<file path="src/common/ipc_pkg.sv">
// Shared constants, register map and level encoding for the interrupt priority control block.
package ipc_pkg;

   // Register indices; the byte address on the bus is four times the index.
   localparam logic [7:0] IPC_IDX_CONTROL = 8'h00;  // Control register index.
   localparam logic [7:0] IPC_IDX_STATUS  = 8'h01;  // Executing-level status index.
   localparam logic [7:0] IPC_IDX_BASE    = 8'h02;  // Normal-priority base index.
   localparam logic [7:0] IPC_IDX_HIGHVEC = 8'h03;  // High-priority vector index.

   // Bus address width and the byte stride between registers.
   localparam int         IPC_ADDR_W      = 8;      // Byte address width.
   localparam int         IPC_STRIDE      = 4;      // Bytes per register word.

   // Control register field positions.
   localparam int         IPC_CTL_VECSEL  = 6;      // Vector location select bit.
   localparam int         IPC_CTL_COMPACT = 5;      // Compact table enable bit.
   localparam int         IPC_CTL_RROBIN  = 0;      // Round robin enable bit.

   // Status register field positions.
   localparam int         IPC_STS_NMI     = 7;      // Non-maskable executing bit.
   localparam int         IPC_STS_HIGH    = 1;      // High level executing bit.
   localparam int         IPC_STS_NORMAL  = 0;      // Normal level executing bit.

   // Reset values of every writable register.
   localparam logic [7:0] IPC_RST_CONTROL = 8'h00;  // Control reset value.
   localparam logic [7:0] IPC_RST_BASE    = 8'h00;  // Priority base reset value.
   localparam logic [7:0] IPC_RST_HIGHVEC = 8'h00;  // High vector reset value.

   // Vector map: vector 0 is reset, vector 1 is the non-maskable source.
   localparam int         IPC_NUM_VEC     = 64;     // Number of vectors in the table.
   localparam logic [7:0] IPC_VEC_RESET   = 8'h00;  // Reset vector number.
   localparam logic [7:0] IPC_VEC_NMI     = 8'h01;  // Non-maskable vector number.
   localparam logic [7:0] IPC_CVT_NMI     = 8'h01;  // Compact table slot for NMI.
   localparam logic [7:0] IPC_CVT_HIGH    = 8'h02;  // Compact table slot for high level.
   localparam logic [7:0] IPC_CVT_NORMAL  = 8'h03;  // Compact table slot for normal level.
   localparam logic [15:0] IPC_RESET_PC   = 16'h0000; // Program counter after reset.

   // AXI response codes.
   localparam logic [1:0] IPC_RESP_OKAY   = 2'b00;  // Normal completion.
   localparam logic [1:0] IPC_RESP_SLVERR = 2'b10;  // Unmapped address.

   // Priority level of an interrupt being taken.
   typedef enum logic [1:0] {
      IPC_LVL_NORMAL = 2'b00,
      IPC_LVL_HIGH   = 2'b01,
      IPC_LVL_NMI    = 2'b10
   } ipc_level_type;

endpackage

</file>
<file path="src/ipc_wrap_arbiter.sv">
// Wrap-around priority picker for normal-priority vectors.
`timescale 1ns/1ps
module ipc_wrap_arbiter
   import ipc_pkg::*;
(
   input  wire logic [IPC_NUM_VEC-1:0] pending_in,   // Normal requests by vector number.
   input  wire logic [7:0]             base_in,      // Vector given lowest priority.
   output logic                        found_out,    // Some request is pending.
   output logic [7:0]                  winner_out    // Chosen vector number.
);

   // Scan from base+1 upward, wrapping; the base itself is looked at last.
   // A linear scan costs depth but keeps the order exactly as software sets it.
   always_comb begin
      logic [7:0] idx;
      idx        = 8'h00;
      found_out  = 1'b0;
      winner_out = 8'h00;
      for (int i = 1; i <= IPC_NUM_VEC; i++) begin
         idx = 8'((32'(base_in) + i) % IPC_NUM_VEC);
         if (!found_out && pending_in[idx[5:0]]) begin
            found_out  = 1'b1;
            winner_out = idx;
         end
      end
   end

endmodule

</file>
<file path="src/ipc_level_tracker.sv">
// Tracks which priority levels are executing, set on entry and cleared on return.
`timescale 1ns/1ps
module ipc_level_tracker
   import ipc_pkg::*;
(
   input  wire logic          core_clk_in,     // System clock.
   input  wire logic          resetn_in,       // Synchronous active-low reset.
   input  wire logic          enter_in,        // Interrupt entry pulse.
   input  wire ipc_level_type enter_level_in,  // Level being entered.
   input  wire logic          return_in,       // Interrupt return pulse.
   output logic               nmi_ex_out,      // Non-maskable handler active.
   output logic               high_ex_out,     // High-level handler active or preempted.
   output logic               normal_ex_out    // Normal handler active or preempted.
);

   // All tracker state.
   typedef struct packed {
      logic nmi;
      logic high;
      logic normal;
   } ipc_track_type;

   ipc_track_type st_q;  // Registered state.
   ipc_track_type st_d;  // Next state.

   // A return leaves the innermost level only; outer flags stay set so the
   // preempted handler is still marked as running.
   always_comb begin
      st_d = st_q;
      if (return_in) begin
         if (st_q.nmi) begin
            st_d.nmi = 1'b0;
         end else if (st_q.high) begin
            st_d.high = 1'b0;
         end else begin
            st_d.normal = 1'b0;
         end
      end
      if (enter_in) begin
         unique case (enter_level_in)
            IPC_LVL_NMI:    st_d.nmi    = 1'b1;
            IPC_LVL_HIGH:   st_d.high   = 1'b1;
            IPC_LVL_NORMAL: st_d.normal = 1'b1;
            default:        st_d        = st_d;
         endcase
      end
   end

   // State register with synchronous reset.
   always_ff @(posedge core_clk_in) begin
      if (!resetn_in) begin
         st_q <= '0;
      end else begin
         st_q <= st_d;
      end
   end

   assign nmi_ex_out    = st_q.nmi;
   assign high_ex_out   = st_q.high;
   assign normal_ex_out = st_q.normal;

endmodule

</file>
<file path="src/ipc_interrupt_priority_control.sv">
// Interrupt priority control: AXI4-Lite registers, arbitration and CPU request port.
//
// The AXI4-Lite slave port was decided locally.
`timescale 1ns/1ps
module ipc_interrupt_priority_control
   import ipc_pkg::*;
(
   input  wire logic                   core_clk_in,          // System clock, 250 MHz.
   input  wire logic                   resetn_in,            // Synchronous active-low reset.
   // AXI4-Lite write address channel.
   input  wire logic [IPC_ADDR_W-1:0]  s_axi_awaddr_in,
   input  wire logic [2:0]             s_axi_awprot_in,
   input  wire logic                   s_axi_awvalid_in,
   output logic                        s_axi_awready_out,
   // AXI4-Lite write data channel.
   input  wire logic [31:0]            s_axi_wdata_in,
   input  wire logic [3:0]             s_axi_wstrb_in,
   input  wire logic                   s_axi_wvalid_in,
   output logic                        s_axi_wready_out,
   // AXI4-Lite write response channel.
   output logic [1:0]                  s_axi_bresp_out,
   output logic                        s_axi_bvalid_out,
   input  wire logic                   s_axi_bready_in,
   // AXI4-Lite read address channel.
   input  wire logic [IPC_ADDR_W-1:0]  s_axi_araddr_in,
   input  wire logic [2:0]             s_axi_arprot_in,
   input  wire logic                   s_axi_arvalid_in,
   output logic                        s_axi_arready_out,
   // AXI4-Lite read data channel.
   output logic [31:0]                 s_axi_rdata_out,
   output logic [1:0]                  s_axi_rresp_out,
   output logic                        s_axi_rvalid_out,
   input  wire logic                   s_axi_rready_in,
   // System side.
   input  wire logic                   unlock_in,            // Protected-write unlock open.
   input  wire logic                   boot_whole_flash_in,  // Entire flash is boot section.
   input  wire logic [IPC_NUM_VEC-1:0] irq_req_in,           // Request lines by vector number.
   input  wire logic                   cpu_int_enable_in,    // Global enable for maskable levels.
   input  wire logic                   cpu_ack_in,           // CPU takes the offered request.
   input  wire logic                   cpu_return_in,        // CPU executes interrupt return.
   output logic                        irq_valid_out,        // A request is offered.
   output logic [7:0]                  irq_vector_out,       // Vector the CPU jumps to.
   output logic [7:0]                  irq_source_out,       // Original vector number.
   output logic [1:0]                  irq_level_out,        // Level of the offered request.
   output logic                        vectors_at_boot_out,  // Table at start of boot section.
   output logic [15:0]                 reset_pc_out          // Program counter after reset.
);

   // All registered state of the block apart from the level tracker flags.
   typedef struct packed {
      logic [IPC_ADDR_W-1:0] aw_addr;   // Captured write address.
      logic                  aw_held;   // Write address taken, awaiting data.
      logic [7:0]            w_data;    // Captured low write byte.
      logic                  w_lane;    // Low byte lane was enabled.
      logic                  w_held;    // Write data taken, awaiting address.
      logic                  bvalid;    // Write response pending.
      logic [1:0]            bresp;     // Write response code.
      logic                  rvalid;    // Read data pending.
      logic [1:0]            rresp;     // Read response code.
      logic [7:0]            rdata;     // Read data byte.
      logic                  vecsel;    // Vector location select.
      logic                  compact;   // Compact table enable.
      logic                  rrobin;    // Round robin enable.
      logic [7:0]            base;      // Normal-priority base.
      logic [7:0]            highvec;   // High-priority vector number.
      logic                  offer;     // Request offered to the CPU.
      logic [7:0]            vec;       // Offered jump vector.
      logic [7:0]            src;       // Offered source vector.
      ipc_level_type         lvl;       // Offered level.
   } ipc_state_type;

   ipc_state_type st_q;  // Registered state.
   ipc_state_type st_d;  // Next state.

   // True when a byte address hits an implemented register word.
   function automatic logic addr_hit(input logic [IPC_ADDR_W-1:0] a);
      return (a[1:0] == 2'b00) && (32'(a) / IPC_STRIDE <= 32'(IPC_IDX_HIGHVEC));
   endfunction

   // Register index of a byte address.
   function automatic logic [7:0] addr_index(input logic [IPC_ADDR_W-1:0] a);
      return 8'(32'(a) / IPC_STRIDE);
   endfunction

   // Level tracker outputs.
   logic nmi_ex;
   logic high_ex;
   logic normal_ex;

   // Arbiter results.
   logic       norm_found;
   logic [7:0] norm_winner;

   // Request classification.
   logic [IPC_NUM_VEC-1:0] high_mask;
   logic [IPC_NUM_VEC-1:0] normal_req;
   logic                   nmi_pend;
   logic                   high_pend;
   logic                   normal_pend;
   logic                   high_enabled;
   logic                   take;

   // A high vector of zero names the reset slot, which means no high level.
   assign high_enabled = (st_q.highvec != IPC_VEC_RESET)
                         && (st_q.highvec != IPC_VEC_NMI)
                         && (32'(st_q.highvec) < IPC_NUM_VEC);

   // One-hot mask of the high vector so it drops out of normal arbitration.
   always_comb begin
      high_mask = '0;
      if (high_enabled) begin
         high_mask[st_q.highvec[5:0]] = 1'b1;
      end
   end

   // Normal requests exclude reset, the non-maskable source and the high vector.
   always_comb begin
      normal_req = irq_req_in & ~high_mask;
      normal_req[IPC_VEC_RESET[5:0]] = 1'b0;
      normal_req[IPC_VEC_NMI[5:0]]   = 1'b0;
   end

   // Arbitration among normal requests, starting after the base.
   ipc_wrap_arbiter u_arb (
      .pending_in (normal_req),
      .base_in    (st_q.base),
      .found_out  (norm_found),
      .winner_out (norm_winner)
   );

   // Nothing interrupts an NMI; high preempts normal; normal only when idle.
   assign nmi_pend    = irq_req_in[IPC_VEC_NMI[5:0]] && !nmi_ex;
   assign high_pend   = high_enabled && irq_req_in[st_q.highvec[5:0]]
                        && cpu_int_enable_in && !nmi_ex && !high_ex;
   assign normal_pend = norm_found && cpu_int_enable_in
                        && !nmi_ex && !high_ex && !normal_ex;

   // An acknowledge counts only against a request actually on offer.
   assign take = cpu_ack_in && st_q.offer;

   // Executing-level flags; only entry and return move them.
   ipc_level_tracker u_track (
      .core_clk_in    (core_clk_in),
      .resetn_in      (resetn_in),
      .enter_in       (take),
      .enter_level_in (st_q.lvl),
      .return_in      (cpu_return_in),
      .nmi_ex_out     (nmi_ex),
      .high_ex_out    (high_ex),
      .normal_ex_out  (normal_ex)
   );

   // Next-state logic: bus slave, register writes, and request offering.
   always_comb begin
      logic [7:0] ridx;
      logic [7:0] widx;
      logic [7:0] rbyte;
      ridx  = addr_index(s_axi_araddr_in);
      widx  = addr_index(st_q.aw_addr);
      rbyte = 8'h00;
      st_d  = st_q;

      // Write address and data are taken independently, one of each at a time.
      if (s_axi_awvalid_in && !st_q.aw_held) begin
         st_d.aw_addr = s_axi_awaddr_in;
         st_d.aw_held = 1'b1;
      end
      if (s_axi_wvalid_in && !st_q.w_held) begin
         st_d.w_data = s_axi_wdata_in[7:0];
         st_d.w_lane = s_axi_wstrb_in[0];
         st_d.w_held = 1'b1;
      end

      // Response retires on handshake.
      if (st_q.bvalid && s_axi_bready_in) begin
         st_d.bvalid = 1'b0;
      end

      // Perform the write once both halves are held and no response is waiting.
      if (st_q.aw_held && st_q.w_held && !st_q.bvalid) begin
         st_d.aw_held = 1'b0;
         st_d.w_held  = 1'b0;
         st_d.bvalid  = 1'b1;
         st_d.bresp   = addr_hit(st_q.aw_addr) ? IPC_RESP_OKAY : IPC_RESP_SLVERR;
         if (addr_hit(st_q.aw_addr) && st_q.w_lane) begin
            unique case (widx)
               IPC_IDX_CONTROL: begin
                  // Round robin always writable; the other two need the unlock.
                  st_d.rrobin = st_q.w_data[IPC_CTL_RROBIN];
                  if (unlock_in) begin
                     st_d.vecsel  = st_q.w_data[IPC_CTL_VECSEL];
                     st_d.compact = st_q.w_data[IPC_CTL_COMPACT];
                  end
               end
               IPC_IDX_STATUS: begin
                  st_d.bresp = IPC_RESP_OKAY;
               end
               IPC_IDX_BASE:    st_d.base    = st_q.w_data;
               IPC_IDX_HIGHVEC: st_d.highvec = st_q.w_data;
               default:         st_d.bresp   = IPC_RESP_SLVERR;
            endcase
         end
      end

      // Read channel: one outstanding read, answered the next cycle.
      if (st_q.rvalid && s_axi_rready_in) begin
         st_d.rvalid = 1'b0;
      end
      if (s_axi_arvalid_in && !st_q.rvalid) begin
         unique case (ridx)
            IPC_IDX_CONTROL: begin
               rbyte[IPC_CTL_VECSEL]  = st_q.vecsel;
               rbyte[IPC_CTL_COMPACT] = st_q.compact;
               rbyte[IPC_CTL_RROBIN]  = st_q.rrobin;
            end
            IPC_IDX_STATUS: begin
               rbyte[IPC_STS_NMI]    = nmi_ex;
               rbyte[IPC_STS_HIGH]   = high_ex;
               rbyte[IPC_STS_NORMAL] = normal_ex;
            end
            IPC_IDX_BASE:    rbyte = st_q.base;
            IPC_IDX_HIGHVEC: rbyte = st_q.highvec;
            default:         rbyte = 8'h00;
         endcase
         st_d.rvalid = 1'b1;
         st_d.rdata  = addr_hit(s_axi_araddr_in) ? rbyte : 8'h00;
         st_d.rresp  = addr_hit(s_axi_araddr_in) ? IPC_RESP_OKAY : IPC_RESP_SLVERR;
      end

      // Round robin: the acknowledged normal vector becomes the new base,
      // so it ranks lowest next time. Hardware update wins over a bus write.
      if (take && st_q.lvl == IPC_LVL_NORMAL && st_q.rrobin) begin
         st_d.base = st_q.src;
      end

      // Offer the most urgent request. The offer drops for the cycle after
      // an acknowledge so that the tracker flags are current before re-arbitrating.
      st_d.offer = 1'b0;
      if (!take) begin
         if (nmi_pend) begin
            st_d.offer = 1'b1;
            st_d.lvl   = IPC_LVL_NMI;
            st_d.src   = IPC_VEC_NMI;
            st_d.vec   = st_q.compact ? IPC_CVT_NMI : IPC_VEC_NMI;
         end else if (high_pend) begin
            st_d.offer = 1'b1;
            st_d.lvl   = IPC_LVL_HIGH;
            st_d.src   = st_q.highvec;
            st_d.vec   = st_q.compact ? IPC_CVT_HIGH : st_q.highvec;
         end else if (normal_pend) begin
            // With the base at reset value the lowest vector wins.
            st_d.offer = 1'b1;
            st_d.lvl   = IPC_LVL_NORMAL;
            st_d.src   = norm_winner;
            st_d.vec   = st_q.compact ? IPC_CVT_NORMAL : norm_winner;
         end
      end
   end

   // State register; every field comes out of reset at zero.
   always_ff @(posedge core_clk_in) begin
      if (!resetn_in) begin
         st_q         <= '0;
         st_q.vecsel  <= IPC_RST_CONTROL[IPC_CTL_VECSEL];
         st_q.compact <= IPC_RST_CONTROL[IPC_CTL_COMPACT];
         st_q.rrobin  <= IPC_RST_CONTROL[IPC_CTL_RROBIN];
         st_q.base    <= IPC_RST_BASE;
         st_q.highvec <= IPC_RST_HIGHVEC;
         st_q.lvl     <= IPC_LVL_NORMAL;
      end else begin
         st_q <= st_d;
      end
   end

   // Bus handshakes are combinational from the holding flags.
   assign s_axi_awready_out = !st_q.aw_held;
   assign s_axi_wready_out  = !st_q.w_held;
   assign s_axi_bvalid_out  = st_q.bvalid;
   assign s_axi_bresp_out   = st_q.bresp;
   assign s_axi_arready_out = !st_q.rvalid;
   assign s_axi_rvalid_out  = st_q.rvalid;
   assign s_axi_rresp_out   = st_q.rresp;
   assign s_axi_rdata_out   = {24'h000000, st_q.rdata};

   // CPU request port.
   assign irq_valid_out  = st_q.offer;
   assign irq_vector_out = st_q.vec;
   assign irq_source_out = st_q.src;
   assign irq_level_out  = st_q.lvl;

   // The select only matters when the flash is split into boot and application.
   assign vectors_at_boot_out = st_q.vecsel && !boot_whole_flash_in;
   // Reset always starts fetching at zero, whatever the select says.
   assign reset_pc_out        = IPC_RESET_PC;

endmodule

</file>
<file path="config.mk">
export PLATFORM = sky130hd
export DESIGN_NAME = ipc_interrupt_priority_control
export DESIGN_NICKNAME = d
export VERILOG_FILES = /design/src/common/ipc_pkg.sv /design/src/ipc_wrap_arbiter.sv /design/src/ipc_level_tracker.sv /design/src/ipc_interrupt_priority_control.sv
export SDC_FILE = /design/constraint.sdc
export NUM_CORES = 1
export LEC_CHECK = 0
export ABC_AREA = 1
export BUFFER_PORTS_ARGS = -buffer_cell sky130_fd_sc_hd__buf_4
export CORE_AREA = 2 2 184 276
export CTS_CLUSTER_DIAMETER = 120
export CTS_CLUSTER_SIZE = 16
export DETAILED_ROUTE_END_ITERATION = 10
export DIE_AREA = 0 0 186 278
export PLACE_DENSITY = 0.54
export SYNTH_ARGS = -nofsm -noshare
export SYNTH_HDL_FRONTEND = slang
export SYNTH_HIERARCHICAL = 1
export SYNTH_SLANG_ARGS = --single-unit
</file>
<file path="constraint.sdc">
create_clock -name core_clk_in -period 12.4 [get_ports core_clk_in]
set_clock_uncertainty 0.1 [all_clocks]
set_input_delay 0.62 -clock core_clk_in [delete_from_list [all_inputs] [get_ports core_clk_in]]
set_output_delay 0.62 -clock core_clk_in [all_outputs]
set_load 0.02 [all_outputs]
</file>
==> Word-level counts from Yosys, hierarchy flattened <==
Index checks and enable logic that the tools add are counted.
{ "totals": {"regBits": 74, "inputBits": 134, "output_inout_bits": 77, "wordCells": 640} }
{ "classes": {"add_sub_neg": 64, "magnitude_cmp": 69, "eq_ne": 9, "muxes": 292, "bitwise_logic": 4, "n_reduce_logical": 180} }
{ "ops": {"columns": ["cell", "n"], "rows": [
  ["$lt A6 B7 Y1 const B", 65],
  ["$bmux W1 S6", 65],
  ["$mux W6", 65],
  ["$add A6 B6 Y6 const B", 32],
  ["$mux W1", 136],
  ["$add A6 B5 Y6 const B", 16],
  ["$logic_and A1 B1 Y1", 89],
  ["$logic_not A1 Y1", 71],
  ["$and A64 B64 Y64", 1],
  ["$mux W64", 1],
  ["$not A64 Y64", 1],
  ["$mux W19", 3],
  ["$add A6 B4 Y6 const B", 8],
  ["$mux W8", 5],
  ["$mux W16", 2],
  ["$add A6 B3 Y6 const B", 4],
  ["$eq A6 B2 Y1 const B", 4],
  ["$logic_not A8 Y1", 2],
  ["$add A6 B1 Y6 const B", 2],
  ["$add A6 B2 Y6 const B", 2],
  ["$eq A6 B1 Y1 const B", 2],
  ["$le A6 B2 Y1 const B", 2],
  ["$mux W11", 1],
  ["$reduce_bool A2 Y1", 5],
  ["other kinds (22)", 34]
]} }

==> Logic depth before layout (Yosys ltp) <==
Gate-level depths: netlist of the first run.
{ "logic_depth": {"depth_word": 206, "mapped_depth": 63, "mapped_depth_nobuf": 63} }

==> By module <==
Netlist of the first run, hierarchy kept.
{ "modules_own_cells": {"columns": ["module", "instances", "cells_per_inst", "area_per_inst_um2", "seq_area_each_um2"], "rows": [
  ["ipc_wrap_arbiter", 1, 1903, 9569.2, 0.0],
  ["ipc_interrupt_priority_control", 1, 816, 4917.2, 1381.3],
  ["ipc_level_tracker", 1, 19, 133.9, 60.1]
]} }

==> Worst setup path after synthesis of the first run <==
Ideal clock, no wire load.
{ "synth_timing": {"path_type": "reg2reg", "from": "register st_q[28] in the netlist's numbering", "to": "register st_q (netlist bit irq_vector_out[2])", "setup_ns": 0.128, "t_arrival_ns": 7.842, "required_time_ns": 12.172, "path_slack_ns": 4.330, "path_stages_with_launch": 57, "n_path_buf": 8, "cell_sequence": "dfxtp_1 buf_2 inv_2 buf_2 buf_4 clkbuf_1 ha_1 inv_1 buf_2 buf_2 nand3_1 nand3_1 nand3_1 nand3_1 nand3_1 nand2_2 nand4_4 nor2_4 [21 not listed] nor2_4 nand4_2 nor2_2 nand4_2 nor2_4 nand4_4 nor2_4 buf_6 nand3b_1 inv_1 nor3_1 nor2_1 nand2_1 nand2_1 buf_2 nor2_1 nor2_1 nor2_1"} }
{ "synth_via": {"elab_chain_len": 199, "word_cells_on_any_way": 456, "cone_classes": "add/sub: 64; mux: 260; reduce/logical: 132"} }
{ "synth_lines": {"columns": ["item", "line", "text"], "rows": [
  ["start: declaration", "ipc_interrupt_priority_control.sv:72", "ipc_state_type st_q;"],
  ["start signal: assignment", "ipc_interrupt_priority_control.sv:271", "st_q <= st_d;"],
  ["$add A6 B1 Y6", "ipc_wrap_arbiter.sv:20", "idx = 8'((32'(base_in) + i) % IPC_NUM_VEC);"],
  ["$bmux W1 S6", "ipc_wrap_arbiter.sv:21", "if (!found_out && pending_in[idx[5:0]]) begin"],
  ["$mux W1 (not written as such)", "ipc_wrap_arbiter.sv:21", null],
  ["$mux W1", "ipc_wrap_arbiter.sv:21", null],
  ["$logic_not A1 Y1", "ipc_wrap_arbiter.sv:21", null],
  ["$logic_and A1 B1 Y1", "ipc_wrap_arbiter.sv:21", null],
  ["$mux W1", "ipc_wrap_arbiter.sv:21", null],
  ["$logic_not A1 Y1", "ipc_wrap_arbiter.sv:21", null],
  ["[182 not listed]", null, null],
  ["$logic_not A1 Y1", "ipc_wrap_arbiter.sv:21", null],
  ["$logic_and A1 B1 Y1", "ipc_wrap_arbiter.sv:21", null],
  ["$mux W1 (*)", "ipc_wrap_arbiter.sv:21", null],
  ["net norm_found", "ipc_interrupt_priority_control.sv:91", "logic norm_found;"],
  ["$logic_and A1 B1 Y1 (*)", "ipc_interrupt_priority_control.sv:135", "assign normal_pend = norm_found && cpu_int_enable_in"],
  ["$logic_and A1 B1 Y1 (*) (3 in a row)", "ipc_interrupt_priority_control.sv:136", "&& !nmi_ex && !high_ex && !normal_ex;"],
  ["$reduce_bool A3 Y1 (no line) (*)", null, null],
  ["$reduce_and A2 Y1 (no line) (*)", null, null]
]} }
Mark *: on every way through the listed nets, which the timed path passes. The rest lies on a longest branch. The select of a mux whose other input is x is not followed.
A chain may end at the register's enable or synchronous reset.

==> Worst setup path after layout of the first run <==
{ "layout_timing": {"from": "register st_q[29] in the netlist's numbering", "to": "register st_q (netlist bit irq_vector_out[1])"} }
Same word-level chain as after synthesis.

==> results of run 1 <==
-- sequential cells by signal (all words and copies together) (netlist names) --
register / count
s_axi_bvalid_out: 1
s_axi_rvalid_out: 1
s_axi_rdata_out: 8
irq_level_out: 2
u_track/nmi_ex_out: 1
s_axi_rresp_out: 1
st_q: 38
irq_valid_out: 1
irq_vector_out: 8
u_track/high_ex_out: 1
s_axi_bresp_out: 1
irq_source_out: 8
u_track/normal_ex_out: 1
-- per-stage QoR --
stage	utilization	std cells
6_report	0.325	3447
5_1_grt	0.325	3447
4_1_cts	0.325	3447
3_5_place_dp	0.319	3432
3_3_place_gp	0.319	3432
2_1_floorplan	-	2784
-- cell type report --
cell class,instances,area share
inverter,314,0.0736
clock buffer,9,0.0140
sequential,72,0.0900
tap,663,0.0517
clock inverter,6,0.00382
timing repair buffer,169,0.0790
multi-input combinational,2214,0.688
-- worst reg2reg max path, delay by kind of cell, from the launching register on --
kind | cells | cell delay (ns)
AND/OR/NAND/NOR | 45 | 8.15
flip-flops | 1 | 0.73
adder cells (fa/ha/maj) | 1 | 0.85
buffers and inverters | 5 | 1.27
-- placed cells by master (no fill, tap or decap), types with 4 or more instances in the layout --
| cell | Yosys | layout |
|---|---|---|
| a211oi_1 | 9 | 9 |
| a21oi_1 | 125 | 125 |
| a22oi_1 | 8 | 8 |
| a31oi_1 | 23 | 23 |
| buf_4 | 80 | 169 |
| clkbuf_16 | 0 | 9 |
| clkinv_1 | 4 | 4 |
| conb_1 | 2 | 48 |
| dfxtp_1 | 72 | 69 |
| ha_1 | 18 | 18 |
| inv_1 | 291 | 290 |
| inv_2 | 18 | 19 |
| nand2_1 | 642 | 642 |
| nand2_2 | 5 | 5 |
| nand3_1 | 548 | 548 |
| nand3b_1 | 5 | 5 |
| nand4_1 | 144 | 144 |
| nand4_4 | 12 | 12 |
| nor2_1 | 341 | 341 |
| nor2_2 | 4 | 4 |
| nor2_4 | 10 | 10 |
| nor2_8 | 6 | 6 |
| nor3_1 | 20 | 20 |
| nor3_2 | 7 | 7 |
| nor4_1 | 8 | 8 |
| nor4b_1 | 4 | 4 |
| o2111ai_1 | 5 | 5 |
| o211ai_1 | 4 | 4 |
| o21a_1 | 15 | 15 |
| o21ai_0 | 108 | 108 |
| o21ai_1 | 20 | 20 |
| o21ai_2 | 4 | 4 |
| xor2_1 | 37 | 37 |
| xor2_2 | 5 | 5 |
-- worst max-delay path by stage --
stage / from / endpoint / slack [ns]
after CTS: st_q[29] / irq_vector_out[1] / 1.34
after floorplan: st_q[28] / irq_vector_out[2] / 4.33
after detailed placement: st_q[29] / irq_vector_out[1] / 1.39
after global placement: st_q[29] / irq_vector_out[2] / 1.48
after global routing: st_q[22] / irq_vector_out[4] / 0.32
final: st_q[29] / irq_vector_out[1] / 1.16
-- per-layer routing --
metal,up-vias,GRT usage,share of wire
met2,1107,0.472,0.46
met5,-,0,0
met3,362,0.0339,0.078
met4,0,0.260,0.12
li1,9115,-,-
met1,8519,0.320,0.35
-- kinds of logic (layout without fill, tap and decap cells) --
kind of cell             count (synthesis)  count (layout)  synth area share
AND/OR/NAND/NOR                       1771            1771             0.569
buffers and inverters                  498             498             0.158
AO/OA/AOI/OAI                          331             331             0.127
flip-flops                              72              72            0.0986
XOR/XNOR                                46              46            0.0314
adder cells (fa/ha/maj)                 18              18            0.0154
other                                    2              48          0.000514
-- power breakdown --
part | switching (W) | internal, W | leakage (nW)
combinational | 0.000173 | 0.0000716 | 6.99
sequential | 0.00000680 | 0.000240 | 0.588
clock | 0.000100 | 0.000154 | 0.141
total | 0.000280 | 0.000465 | 7.72
-- synthesized netlist by cell type (8+ instances only) --
master and instances:
nand3_1 548, clkbuf_1 30, inv_1 291, o21ai_0 108, nand4_4 12, nand2_1 642, nand4_1 144, a211oi_1 9
dfxtp_1 72, o21ai_1 20, a21oi_1 125, nor4_1 8, nor3_1 20, o21a_1 15, buf_2 54, buf_1 10
a22oi_1 8, ha_1 18, buf_6 10, nor2_4 10, xor2_1 37, inv_2 18, nor2_1 341, a31oi_1 23
buf_4 80
==> impl_metrics.yaml, run 1 <==
finish:
  fill_cells: 5778
  antenna_cells: 0
  layout-drive-gt1-share: 0.101
  multi_input_area_um2: 11000
  syn2layout_area_growth_pct: 9.82
  fin_nets: 2932
  ff_latch_area_um2: 1450
  final_area_um2: 16100
critical_path:
  cp_slowest_stage_delay_ns: 0.85
  crit_arrival_ns: 11.35
  timing.rr.start: "st_q[29]"
  path_depth: 51
  cp_common_cell: "nand4_4"
  path_max_fanout: 23
  critical_path.top_delay_family: "simple AND/OR/NAND/NOR gates"
  timing.rr.end: "irq_vector_out[1]"
  reg2reg_setup_slack_ns: 1.16
  cp.buffers_inverters: 5
  timing_worst_setup_path_type: "reg -> reg"
  worstPathRequired_ns: 12.51
  critPathLaunchType: "flip-flop"
  cp-end-kind: "flip-flop"
  reg2reg_depth: 51
  cp_slowest_cell: "ha_1"
cts:
  clk_latency_ns: 0.33
  path_clk_slew_ns: 0.06
  cts_tree: "done"
  cts_root_buf: "clkbuf_16"
  cts_buffers: 9
  cts_hold_buf: 0
  postCtsSetupRepairBufs: 0
  cts_sinks: 72
  h-tree-depth: 3
  ctsResizeCount: 0
  clockBufferDepth: 2
synth:
  ys.flop_type: "dfxtp_1"
  ys_warn_count: 6
  synthTopCellsByArea: "nand3_1 19%, nand2_1 16%, dfxtp_1 9.9%"
  async_flop_share: 0
  synth-seq-cells: 72
  avgSynthCellArea_um2: 5.34
  synth_top_area_share: 0.188
  syn_area_um2: 14600
  ys_seq_area_frac: 0.0986
  synth_area_leader_cell: "nand3_1"
  synth-edff-count: 0
  netlist_instances: 2738
  ys_types: 53
job:
  drv_cap: 0
floorplanning:
  num_rows: 100
  dieArea_um2: 51700
  core_region_area_um2: 49400
  die_y_um: 278
  ioPinCount: 211
  initial_utilization: 0.296
  dieWidth_um: 186
sta:
  slew_headroom: 0.103
  period_share: 0.906
  hold_violations: 0
  grt_setup_unrepaired: "no"
  whs_ns: 0.353
  finalSetupViolCount: 0
  period_needed_ns: 11.24
  worst_pin_slew_ns: 1.33
  final_max_slew_viol_count: 0
  clock.fmax_mhz: 89.0
  tns_ns: 0
  setup_ws_ns: 1.16
pwr:
  power_density_nw_per_um2: 46.5
  total_power_w: 0.000746
  leakagePower_nw: 7.72
  peakVddDrop_uv: 102
global_route:
  grt_pass1_wl_mm: 110
  antenna_found_initial: 0
  grt_pass1_vias: 17600
  grt_usage: 0.287
  grt_max_degree: 77
  overflow: 0
routing:
  drtIter0Drc: 2365
  routed_wl_mm: 75.5
  wl_per_cell_um: 21.9
  remaining_drc_errors: 0
  ant_nets: 0
  vias_per_cell: 5.54
  vias: 19100
  firstDrtPassIters: 7
min_path:
  hp-start: "st_q[53]"
  worst_hold_path.endpoint: "st_q[53]"
  hp-class: "reg -> reg"
  hold_depth: 2
placement:
  dp_hpwl_mm: 58.7
  numPortBuffers: 135
  place_area_um2: 15800
  globalplace.congestion: 1.12
  place_ws_ns: 1.39
status:
  outcome: "completed"
Power figures use the tool's default switching activity.
==> inputs of run 2 (changes only) <==
--- a/config.mk
+++ b/config.mk
@@ -7,12 +7,12 @@
 export LEC_CHECK = 0
 export ABC_AREA = 1
 export BUFFER_PORTS_ARGS = -buffer_cell sky130_fd_sc_hd__buf_4
-export CORE_AREA = 2 2 184 276
+export CORE_AREA = 2 2 151 226
 export CTS_CLUSTER_DIAMETER = 120
 export CTS_CLUSTER_SIZE = 16
 export DETAILED_ROUTE_END_ITERATION = 10
-export DIE_AREA = 0 0 186 278
-export PLACE_DENSITY = 0.54
+export DIE_AREA = 0 0 153 228
+export PLACE_DENSITY = 0.71
 export SYNTH_ARGS = -nofsm -noshare
 export SYNTH_HDL_FRONTEND = slang
 export SYNTH_HIERARCHICAL = 1
==> impl_metrics.yaml, run 2 (synthesized netlist as in run 1, its figures left out) <==
status:
  outcome: "completed"
global_route:
  overflow: 0
  grt_pass1_wl_mm: 112
  grt_usage: 0.421
  grt_max_degree: 71
  antenna_found_initial: 1
  grt_pass1_vias: 18200
cts:
  clk_latency_ns: 0.34
  path_clk_slew_ns: 0.06
  cts_hold_buf: 0
  h-tree-depth: 3
  cts_sinks: 72
  ctsResizeCount: 0
  postCtsSetupRepairBufs: 0
  cts_root_buf: "clkbuf_16"
  cts_tree: "done"
  clockBufferDepth: 2
  cts_buffers: 9
pwr:
  leakagePower_nw: 7.76
  power_density_nw_per_um2: 50.2
  peakVddDrop_uv: 107
placement:
  numPortBuffers: 135
  dp_hpwl_mm: 60.2
  globalplace.congestion: 1.06
routing:
  drtIter0Drc: 2432
  remaining_drc_errors: 0
  firstDrtPassIters: 9
  ant_nets: 0
  vias: 19800
  routed_wl_mm: 75.9
  wl_per_cell_um: 23.7
  vias_per_cell: 6.16
floorplanning:
  ioPinCount: 211
  num_rows: 82
  core_region_area_um2: 33100
  dieWidth_um: 153
  die_y_um: 228
  dieArea_um2: 34900
  initial_utilization: 0.441
sta:
  worst_pin_slew_ns: 1.26
  hold_violations: 0
  finalSetupViolCount: 0
  clock.fmax_mhz: 88.2
  grt_setup_unrepaired: "no"
  period_needed_ns: 11.33
  tns_ns: 0
  slew_headroom: 0.154
  period_share: 0.914
  final_max_slew_viol_count: 0
finish:
  fill_cells: 3621
  layout-drive-gt1-share: 0.102
  ff_latch_area_um2: 1440
  mostFrequentLayoutCell: "nand2_1"
  fin_nets: 2934
  fin_util: 0.478
  multi_input_area_um2: 11100
  layout_common_cells: "642 x nand2_1, 548 x nand3_1, 341 x nor2_1, 290 x inv_1, 171 x buf_4"
  largest_register_ffs: 38
  syn2layout_area_growth_pct: 8.44
  regMostFlops: "st_q"
critical_path:
  cp.buffers_inverters: 5
  worstPathRequired_ns: 12.50
  critical_path.top_delay_family: "simple AND/OR/NAND/NOR gates"
  timing_worst_setup_path_type: "reg -> reg"
  cp_common_cell: "nand4_4"
  cp-end-kind: "flip-flop"
  crit_arrival_ns: 11.43
  path_depth: 54
  path_max_fanout: 16
  cp_slowest_cell: "dfxtp_1"
  cp_slowest_stage_delay_ns: 0.53
  critPathLaunchType: "flip-flop"
  reg2reg_depth: 54
min_path:
  hp-class: "reg -> reg"
  hold_depth: 2
job:
  drv_cap: 0
[run 2: cell types whose count changed in the layout (fill, tap and decap cells not counted), moves of 2 or more]
| cell | change |
|---|---|
| bufinv_16 | +2 |
| xor2_1 | -3 |
| inv_6 | +2 |
| xor2_2 | +3 |
| clkinv_2 | -3 |
| inv_2 | -2 |
| buf_4 | +2 |
[run 2: report_power, final]
part / switching [W] / internal, W / total, W
logic: 0.000174 / 0.0000714 / 0.000246
registers: 0.00000702 / 0.000240 / 0.000247
clock network: 0.000105 / 0.000198 / 0.000303
total: 0.000287 / 0.000509 / 0.000796
[run 2: worst paths after layout]
check | from | to | slack (ns)
max | st_q[20] | irq_vector_out[5] | 1.07
min | st_q[64] | st_q[64] | 0.35
max reg2reg | st_q[20] | irq_vector_out[5] | 1.07
min reg2reg | st_q[64] | st_q[64] | 0.35
[run 2: metal layers]
metal / track usage / vias up / wire [um]
li1: - / 9136 / -
met3: 0.0652 / 337 / 6460
met5: 0 / - / 0
met1: 0.466 / 9026 / 26400
met4: 0.337 / 0 / 7660
met2: 0.712 / 1252 / 35400
[run 2: area by class of cell]
cell class                      count  share of cell area
Antenna cell                        1            0.000158
Clock buffer                       10              0.0144
Clock inverter                      6             0.00726
Inverter                          314              0.0749
Multi-Input combinational cell   2214               0.698
Sequential cell                    72              0.0911
Tap cell                          420              0.0331
Timing Repair Buffer              171              0.0810
[run 2: worst register-to-register path, delay by kind of cell, from the launching register on]
kind / cells / cell delay [ns]
simple gates: 44 / 7.92
buf+inv: 5 / 1.01
flops: 1 / 0.53
compound gates: 5 / 1.61
[run 2: per-stage QoR]
stage	std cells	power, W	area, um2	worst slack (ns)	hold WS [ns]
2_1_floorplan	2784	0.000409	14800	4.33	0.324
3_3_place_gp	3191	0.000485	15500	1.18	0.340
3_5_place_dp	3191	0.000488	15500	1.01	0.344
4_1_cts	3207	0.000786	15800	0.991	0.353
5_1_grt	3207	0.000824	15900	0.162	0.380
6_report	3208	0.000796	15900	1.07	0.350
